===== src/design/hbwl_defines.vh =====
// constants for the host bus width and lane adapter
// assumes inclusion by bare name from design files
`ifndef HBWL_DEFINES_VH
`define HBWL_DEFINES_VH
// hardware configuration readback bit holding the strapped width
`define HBWL_CFG_WIDTH_BIT 2
// width of the readback word
`define HBWL_CFG_W 32
// byte order value that selects the swapped half mapping
`define HBWL_ORDER_SWAP 32'hFFFFFFFF
// reset value of the byte order register
`define HBWL_ORDER_RST 32'h00000000
// edges after reset before the filtered strap is trusted
`define HBWL_STRAP_SETTLE 3'h5
// half pairing encodings: which half is held
`define HBWL_HALF_LO 1'b0
`define HBWL_HALF_HI 1'b1
`endif


===== src/design/hbwl_adapter.v =====
// host bus width and byte lane adapter between an sram-like host port and a 32-bit core port
// assumes host strobes are already synchronous to clk; the width strap is asynchronous
// the strap is latched once, a few edges after reset, and held until the next reset
// Summary of operation
// - strap pin selects 32 or 16 bit
// - strapped width readable at config bit 2
// - 32-bit mode: one access, one dword
// - write halves accepted in either order
// - read halves accepted in either order
// - repeated same-half write is discarded
// - repeated same-half read is flagged invalid and ends read pairing
// - 16-bit mode leaves upper lines undriven
// - 32-bit mode bytes 3..0 top to bottom
// - swap value: a1 low gives bytes 3,2
// - other value: a1 low gives bytes 1,0
`timescale 1ns/1ps
`include "hbwl_defines.vh"
module hbwl_adapter #(
  parameter AW = 8
) (
  input wire clk,
  input wire srst,
  input wire width_strap_pin,
  input wire [31:0] byte_order,
  input wire host_wr,
  input wire host_rd,
  input wire [AW-1:0] host_addr,
  input wire [31:0] host_din,
  output reg [31:0] host_dout,
  output reg [31:0] host_doe_n,
  output reg host_rd_invalid,
  output reg core_wr,
  output reg core_rd,
  output reg [AW-1:0] core_addr,
  output reg [31:0] core_wdata,
  input wire [31:0] core_rdata,
  output wire [`HBWL_CFG_W-1:0] hardware_config_reg,
  output wire bus_width_select
);
  // filtered strap level and latched width
  wire strap_sync;
  reg width32_q;
  // edges since reset, for the strap settle wait
  reg [2:0] settle_q;
  // write pairing state
  reg wr_pend_q;
  reg wr_half_q;
  reg [15:0] wr_hold_q;
  reg [AW-1:0] wr_addr_q;
  // read pairing state
  reg rd_pend_q;
  reg rd_half_q;
  reg [15:0] rd_hold_q;
  reg rd_wait_q;
  reg rd_wait_half_q;
  // half of the dword selected by address bit 1
  reg sel_hi;
  wire swap;

  // pick one half of a dword; used for the driven and the saved half
  function [15:0] pick_half;
    input [31:0] word;
    input hi;
    begin
      pick_half = hi ? word[31:16] : word[15:0];
    end
  endfunction

  // strap passes four flops (three stages and the filtered output) before use
  hbwl_sync3 u_sync (
    .clk(clk),
    .srst(srst),
    .din(width_strap_pin),
    .dout(strap_sync)
  );

  // width strap capture
  // the synchroniser is cleared by reset, so wait until it shows the pin
  always @(posedge clk) begin
    if (srst) begin
      width32_q <= 1'b1;
      settle_q <= 3'h0;
    end else begin
      // count to the settle point, then hold
      if (settle_q != `HBWL_STRAP_SETTLE) begin
        settle_q <= settle_q + 3'h1;
      end
      // latch the filtered strap exactly once
      if (settle_q == (`HBWL_STRAP_SETTLE - 3'h1)) begin
        width32_q <= strap_sync;
      end
    end
  end

  // width readback bit
  // all other readback bits read as zero
  assign hardware_config_reg = {{(`HBWL_CFG_W-1-`HBWL_CFG_WIDTH_BIT){1'b0}}, width32_q,
    {`HBWL_CFG_WIDTH_BIT{1'b0}}};
  assign bus_width_select = width32_q;

  // swap value detection
  // byte order must stay put across a half-word pair
  assign swap = (byte_order == `HBWL_ORDER_SWAP);

  // map address bit 1 to the dword half it carries
  always @* begin
    // non-swap maps a1 low to low half
    sel_hi = host_addr[1] ^ swap;
  end

  // core-side write assembly and read request
  always @(posedge clk) begin
    if (srst) begin
      core_wr <= 1'b0;
      core_rd <= 1'b0;
      core_addr <= {AW{1'b0}};
      core_wdata <= 32'h00000000;
      wr_pend_q <= 1'b0;
      wr_half_q <= `HBWL_HALF_LO;
      wr_hold_q <= 16'h0000;
      wr_addr_q <= {AW{1'b0}};
      rd_pend_q <= 1'b0;
      rd_half_q <= `HBWL_HALF_LO;
      rd_wait_q <= 1'b0;
      rd_wait_half_q <= 1'b0;
    end else begin
      // strobes default low each cycle
      core_wr <= 1'b0;
      core_rd <= 1'b0;
      rd_wait_q <= 1'b0;
      if (width32_q) begin
        // direct dword access
        // a write wins when both strobes stand
        if (host_wr) begin
          core_wr <= 1'b1;
          core_addr <= {host_addr[AW-1:2], 2'b00};
          core_wdata <= host_din;
        end else if (host_rd) begin
          core_rd <= 1'b1;
          core_addr <= {host_addr[AW-1:2], 2'b00};
          rd_wait_q <= 1'b1;
        end
        wr_pend_q <= 1'b0;
        rd_pend_q <= 1'b0;
      end else begin
        if (host_wr) begin
          if (!wr_pend_q) begin
            // first half held
            wr_pend_q <= 1'b1;
            wr_half_q <= sel_hi;
            wr_hold_q <= host_din[15:0];
            wr_addr_q <= {host_addr[AW-1:2], 2'b00};
          end else if (sel_hi == wr_half_q) begin
            wr_pend_q <= wr_pend_q;
          end else begin
            wr_pend_q <= 1'b0;
            core_wr <= 1'b1;
            core_addr <= wr_addr_q;
            core_wdata <= sel_hi ? {host_din[15:0], wr_hold_q} : {wr_hold_q, host_din[15:0]};
          end
        end else if (host_rd) begin
          // data goes out one edge later
          rd_wait_q <= 1'b1;
          rd_wait_half_q <= sel_hi;
          if (!rd_pend_q) begin
            // first read fetches the whole dword
            rd_pend_q <= 1'b1;
            rd_half_q <= sel_hi;
            core_rd <= 1'b1;
            core_addr <= {host_addr[AW-1:2], 2'b00};
          end else begin
            rd_pend_q <= 1'b0;
          end
        end
      end
    end
  end

  // host read data, held other half and drive enables
  always @(posedge clk) begin
    if (srst) begin
      host_dout <= 32'h00000000;
      host_doe_n <= 32'hFFFFFFFF;
      host_rd_invalid <= 1'b0;
      rd_hold_q <= 16'h0000;
    end else begin
      // invalid flag is a one-cycle pulse
      host_rd_invalid <= 1'b0;
      if (rd_wait_q) begin
        if (width32_q) begin
          host_dout <= core_rdata;
          host_doe_n <= 32'h00000000;
        end else begin
          host_doe_n <= 32'hFFFF0000;
          if (rd_pend_q) begin
            // first half from fresh dword, other half saved
            host_dout <= {16'h0000, pick_half(core_rdata, rd_wait_half_q)};
            rd_hold_q <= pick_half(core_rdata, !rd_wait_half_q);
          end else begin
            // second half from saved copy; same half flagged invalid
            host_dout <= {16'h0000, rd_hold_q};
            host_rd_invalid <= (rd_wait_half_q == rd_half_q);
          end
        end
      end else begin
        // lanes released when no read data is due
        host_doe_n <= 32'hFFFFFFFF;
      end
    end
  end
endmodule // hbwl_adapter


===== src/design/hbwl_sync3.v =====
// three-stage input synchroniser with agreement filter
// assumes an asynchronous level on din; dout follows once stages two and three agree
`timescale 1ns/1ps
module hbwl_sync3 (
  input wire clk,
  input wire srst,
  input wire din,
  output reg dout
);
  // synchroniser stages
  reg s1_q;
  reg s2_q;
  reg s3_q;

  // shift chain and filtered output
  always @(posedge clk) begin
    if (srst) begin
      s1_q <= 1'b0;
      s2_q <= 1'b0;
      s3_q <= 1'b0;
      dout <= 1'b0;
    end else begin
      s1_q <= din;
      s2_q <= s1_q;
      s3_q <= s2_q;
      // change accepted only when later stages agree
      if (s2_q == s3_q) begin
        dout <= s3_q;
      end
    end
  end
endmodule // hbwl_sync3


===== config.mk =====
export PLATFORM = sky130hd
export DESIGN_NAME = hbwl_adapter
export DESIGN_NICKNAME = d
export VERILOG_FILES = /design/src/design/hbwl_adapter.v /design/src/design/hbwl_sync3.v
export VERILOG_INCLUDE_DIRS = /design/src /design/src/design
export SDC_FILE = /design/constraint.sdc
export NUM_CORES = 1
export LEC_CHECK = 0
export BUFFER_PORTS_ARGS = -buffer_cell sky130_fd_sc_hd__clkbuf_2
export CAP_MARGIN = 20
export CORE_UTILIZATION = 30
export DETAILED_ROUTE_END_ITERATION = 6
export SETUP_SLACK_MARGIN = 0.02
export SYNTH_ARGS = -nofsm -noshare
export SYNTH_HDL_FRONTEND = slang
export SYNTH_SLANG_ARGS = --single-unit

===== constraint.sdc =====
create_clock -name clk -period 2.25 [get_ports clk]
set_input_delay 0 -clock clk [delete_from_list [all_inputs] [get_ports clk]]
set_output_delay 0 -clock clk [all_outputs]
set_load 0.05 [all_outputs]

== After elaboration in Yosys (flattened, before gate mapping) ==
Cells that the tools add are included.
Word-level totals
  input bits: 109
  RAM bits: 0
  output and inout port bits: 140
  logic and storage cells: 83
  bits in read-only memories: 0
  flip-flop bits (word level): 159
  latch bits: 0
  memories kept: 0
Cells by class
  equal/unequal tests: 10
  shifts and indexed selects: 0
  mux-type cells: 32
  add/sub/neg operators: 1
  $mul: 0
  reduce and logical (&&, ||, !) cells: 12
  magnitude comparators: 0
  div/mod/pow operators: 0
  bitwise operators: 6
Operators by type and width (number)
  2-to-1 mux 32 bit: 8
  2-to-1 mux 8 bit: 8
  2-to-1 mux 16 bit: 3
  == test 32 bit (second input constant): 1
  2-to-1 mux 1 bit: 13
  AND reduction 3 bit: 4
  != test 3 bit (second input constant): 3
  AND reduction 4 bit: 2
  inverter 1 bit: 5
  nonzero test 2 bit: 2
  OR reduction 2 bit: 2
  OR reduction 4 bit: 1
  adder 3 x 1 -> 3 bit (second input constant): 1
  == test 1 bit: 3
  == test 3 bit (second input constant): 1
  != test 3 x 1 -> 1 bit (second input constant): 1
  != test 2 bit (second input constant): 1
  AND reduction 2 bit: 1
  bitwise XOR 1 bit: 1

== Longest topological paths before layout ==
  depth in word-level cells: 7
  mapped depth: 8
  depth with buffers taken out: 6

== By module ==
From an unflattened synthesis, not the netlist that was laid out.
Second synthesis, totals
  cells, all modules: 665
  area total of the unflattened synthesis: 6137.1 µm²
Modules (own cells, without submodules)
  hbwl_adapter: cells an instance 655, times used 1, area each 6024.5 µm², sequential area each 2462.4 µm²
  hbwl_sync3: cells an instance 10, times used 1, area each 112.6 µm², sequential area each 80.1 µm²

== Least setup slack after synthesis ==
No wires, ideal clock.
  path kind: register -> register
  start point: reg width32_q (netlist: bus_width_select)
  end point: reg wr_addr_q[4]
  buffers on the path: 3
  stages on the path, launching flop included: 9
  required time: 2.180 ns
  period minus slack after synthesis: 2.130 ns
  data arrival time: 2.059 ns
  path slack: 0.120 ns
  setup time: 0.070 ns
  cell sequence: dfxtp_1 clkbuf_1 inv_2 nand2_1 or2_1 clkbuf_1 clkbuf_1 nand2_1 a21oi_1
On the way
  longest elaborated chain between the ends: 2
Ends and longest elaborated chain
  start, declared: line hbwl_adapter.v:42  | reg width32_q;
  start signal, assigned: line hbwl_adapter.v:90  | width32_q <= strap_sync;
  inverter 1 bit (no source line)
  AND reduction 3 bit (no source line)
  end signal, assigned: line hbwl_adapter.v:121  | wr_addr_q <= {AW{1'b0}};
  end signal, assigned: line hbwl_adapter.v:152  | wr_addr_q <= {host_addr[AW-1:2], 2'b00};
  end, declared: line hbwl_adapter.v:49  | reg [AW-1:0] wr_addr_q;
Every way passes these cells.
A chain may end at the register's enable or synchronous reset.

== Worst setup path after layout ==
  start point: reg rd_wait_half_q
  end point: reg host_dout[12]
On the way
  longest elaborated chain between the ends: 3
Ends and longest elaborated chain
  start, declared: line hbwl_adapter.v:55  | reg rd_wait_half_q;
  start signal, assigned: line hbwl_adapter.v:164  | rd_wait_half_q <= sel_hi;
  2-to-1 mux 16 bit: line hbwl_adapter.v:65  | pick_half = hi ? word[31:16] : word[15:0];
  2-to-1 mux 16 bit: line hbwl_adapter.v:195  | if (rd_pend_q) begin
  2-to-1 mux 32 bit: line hbwl_adapter.v:190  | if (width32_q) begin
  end signal, assigned: line hbwl_adapter.v:191  | host_dout <= core_rdata;
  end signal, assigned: line hbwl_adapter.v:197  | host_dout <= {16'h0000, pick_half(core_rdata, rd_wait_half_q)};
  end signal, assigned: line hbwl_adapter.v:201  | host_dout <= {16'h0000, rd_hold_q};
  end, declared: line hbwl_adapter.v:29  | output reg [31:0] host_dout,
Every way passes these cells.

==> impl_metrics.sql <==
INSERT INTO impl_metrics (metric_group, metric, value, unit) VALUES
('outcome', 'outcome', 'completed', ''),
('cts', 'clk_transition_reported_paths', '60', 'ps'),
('floorplanning', 'chipHeight', '145.0', 'um'),
('floorplanning', 'initial_utilization', '31.02', '%'),
('cts', 'numCtsBuffers', '17', ''),
('timing', 'max_slew.worst_pin.slew', '836.8', 'ps'),
('global_route', 'grt_first_pass_wirelength', '27610', 'um'),
('placement', 'numPlacedInstances', '1078', ''),
('floorplanning', 'io-pin-count', '249', ''),
('placement', 'gpl.final_weighted_congestion', '0.7258', ''),
('routing', 'via_count', '5597', ''),
('timing', 'fin_worst_hold_slack', '18.19', 'ps'),
('critical_path', 'critical_path_class', 'flip-flop to flip-flop', ''),
('placement', 'hpwlAfterDp', '11200', 'um'),
('cts', 'cts_sinks', '127', ''),
('cts', 'clkLatencyLatePin', '410', 'ps'),
('logic_synthesis', 'number_of_cells_produced_by_synthesis', '665', ''),
('logic_synthesis', 'register_area_share_after_synthesis', '41.43', '%'),
('floorplanning', 'die_w', '145.0', 'um'),
('logic_synthesis', 'synth-main-ff-cell', 'dfxtp_1', ''),
('global_route', 'grt_overflow_total', '0', ''),
('routing', 'routed_wl', '17300', 'um'),
('critical_path', 'max_fo_critical_path', '16', ''),
('layout', 'final_antenna_diode_count', '0', ''),
('cts', 'clock_tree.htree_level_count', '4', ''),
('critical_path', 'worst_ep_arrival_time', '2160', 'ps'),
('power_and_ir_drop', 'power.static_leakage', '3.636', 'nW'),
('timing', 'finalSetupViolations', '0', ''),
('timing', 'final_number_of_max_transition_violations', '0', ''),
('floorplanning', 'coreArea', '19780', 'sq um'),
('floorplanning', 'design.die.area', '21030', 'sq um'),
('logic_synthesis', 'ys_async_sr_fraction', '0', '%'),
('timing', 'finalClockSkew', '6.374', 'ps'),
('routing', 'via_per_inst', '4.735', ''),
('power_and_ir_drop', 'power', '6.669', 'mW'),
('critical_path', 'critPathCaptureType', 'flip-flop', ''),
('global_route', 'grt_pass1_vias', '5257', ''),
('routing', 'drc', '0', ''),
('layout', 'finish.utilization', '43.03', '%'),
('layout', 'design.final.nets', '1016', ''),
('global_route', 'global_route.usage.total', '16.36', '%'),
('timing', 'setup_total_negative_slack', '0', 'ps'),
('layout', 'final-instance-count-excl-fill', '1182', ''),
('routing', 'drt-wirelength-per-cell', '14.63', 'um'),
('flow_run', 'drv.max_cap_violation_count', '0', ''),
('power_and_ir_drop', 'total_power_divided_by_cell_area', '783.5', 'nW/um^2'),
('logic_synthesis', 'post_synth_instance_area', '6137', 'sq um'),
('logic_synthesis', 'synthesis.area_per_instance', '9.229', 'sq um'),
('timing', 'finalHoldViolCount', '0', ''),
('placement', 'portBuffers', '214', ''),
('cts', 'cts_tree', 'built', ''),
('routing', 'detailed_router_iteration_count_before_antenna_repair', '4', ''),
('timing', 'min_period_over_period', '83.82', '%'),
('cts', 'clock_path_buffers', '2', ''),
('global_route', 'maximum_number_of_pins_on_one_net_before_global_route_repair', '65', ''),
('cts', 'postCtsSetupBuffers', '0', ''),
('timing', 'slew_headroom', '44.01', '%'),
('critical_path', 'worst_ep_required_time', '2530', 'ps'),
('logic_synthesis', 'synth_cell_type_count', '48', ''),
('layout', 'fillerInstances', '1954', ''),
('min_path', 'worst_min_delay_path_class', 'input port to flip-flop', ''),
('power_and_ir_drop', 'power.ir.vdd_worst', '0.4748', 'mV'),
('timing', 'fin_crit', '1886', 'ps'),
('cts', 'clk_root_buffer_cell', 'clkbuf_16', ''),
('logic_synthesis', 'synth-seq-cells', '127', ''),
('timing', 'fmax', '530.2', 'MHz'),
('global_route', 'antenna_found_initial', '0', ''),
('layout', 'share_of_final_layout_standard_cells_stronger_than_drive_strength_1', '33.26', '%'),
('routing', 'detail_route.iter0.violations', '201', ''),
('logic_synthesis', 'synth_edf_count', '0', ''),
('routing', 'ant_nets_after_route', '0', ''),
('timing', 'rsz_0062_raised_after_global_routing', 'no', ''),
('layout', 'area_growth_syn_to_layout', '38.70', '%'),
('logic_synthesis', 'yosysWarnings', '0', ''),
('floorplanning', 'placementRows', '51', ''),
('critical_path', 'worst_setup_path_start_kind', 'flip-flop', '');
[stage by stage]
| step | area [sq um] | setup slack, ps |
|---|---|---|
| floorplan | 6257 | 120.1 |
| global placement | 7144 | 348.6 |
| detailed placement | 7144 | 358.6 |
| CTS | 8497 | 399.2 |
| global route | 8512 | 263.4 |
| finish | 8512 | 364.0 |
[final cells by class]
class	instances	area [sq um]	share of cell area [%]
sequential	127	2544	29.88
inverter	21	78.83	0.9261
timing repair buffer	308	2002	23.52
tap	265	331.6	3.895
clock buffer	18	439.2	5.159
multi-input combinational	429	2914	34.23
clock inverter	14	202.7	2.381
[cell families after synthesis]
group                    count (synthesis)  share of synthesized area [%]
multiplexers                            39                          6.361
AND/OR/NAND/NOR                        159                          12.17
XOR/XNOR                                 3                         0.4282
adder cells (fa/ha/maj)                  3                         0.6117
flip-flops                             127                          41.43
buffers and inverters                  141                          13.33
AO/OA/AOI/OAI                          192                          25.61
other                                    1                        0.06110
[cell usage in the layout, fill, tap and decap left out, types with 17 or more instances in the layout]
master         count
o221ai_1          31
clkbuf_16         17
dfxtp_1          126
a21oi_1           42
mux2i_1           39
buf_4             20
nor2_1            48
nand2b_1          17
dlygate4sd3_1     71
conb_1            33
clkbuf_2         213
inv_1             18
nand2_1           56
[final timing paths]
check	startpoint	to	slack, ps	cells past startpoint
max	rd_wait_half_q	host_dout[12]	360	4
min	host_rd	rd_wait_q	20	3
max reg2reg	rd_wait_half_q	host_dout[12]	360	4
min reg2reg	wr_addr_q[2]	wr_addr_q[2]	450	2
[critical path: stages, from the launching register on]
cell      delay, ps
dfxtp_1         580
nand2_1         520
o22a_1          320
o221ai_1        210
a21oi_1         100
[per-layer routing]
metal / GRT usage [%] / vias up / share of wire (%)
met3: 3.019 / 13 / 3.2
met5: 0 / - / 0
li1: - / 2802 / -
met1: 21.08 / 2635 / 48
met2: 26.66 / 147 / 47
met4: 6.915 / 0 / 1.5
[state kept, by name, indices dropped and copies added (netlist names), 2 cells and up]
| name | cells |
|---|---|
| host_doe_n | 2 |
| rd_hold_q | 16 |
| wr_addr_q | 6 |
| wr_hold_q | 16 |
| core_wdata | 32 |
| core_addr | 6 |
| settle_q | 3 |
| host_dout | 32 |
[what timing repair did]
item                                    in CTS  in global routing
hold endpoints to repair                   106                  0
endpoints found under the setup margin       0                  0
resized for setup                            0                  0
hold buffers                                71                  0
[synth_stat cells (2+ instances only)]
library cell  count  area (sq um)
a211oi_2         16         200.2
o21ai_1           7         35.03
nand3_1           3         15.01
buf_4            65         488.0
or2_1             2         12.51
o21ai_0           3         15.01
nor2_1           49         183.9
o22a_1           16         140.1
a22o_1           16         140.1
nor4_2            2         25.02
nor2b_1           7         43.79
clkbuf_1         42         157.7
nand4_1           8         50.05
a211oi_1         16         120.1
dfxtp_1         127          2542
inv_1            18         67.56
buf_2             6         30.03
buf_6             5         56.30
and2_1            3         18.77
mux2i_1          39         390.4
o32ai_2           8         130.1
o31ai_1          15         112.6
ha_1              3         37.54
buf_1             2         7.510
nand2_1          56         210.2
nor3_1            6         30.03
o221ai_1         31         271.5
nand2b_1         17         106.4
a21oi_1          42         210.2
a31oi_1           3         18.77
o32ai_1           7         61.31
xor2_1            2         17.52
inv_2             3         11.26
o311a_1           6         60.06
[report_power, final]
part,total [mW],leakage [nW],switching [mW],internal [mW]
Combinational,1.23,2.29,0.847,0.383
Clock,3.02,0.312,1.12,1.91
Sequential,2.41,1.04,0.0616,2.35
Total,6.67,3.64,2.03,4.64
No activity file was read; power rests on OpenSTA's default activity.
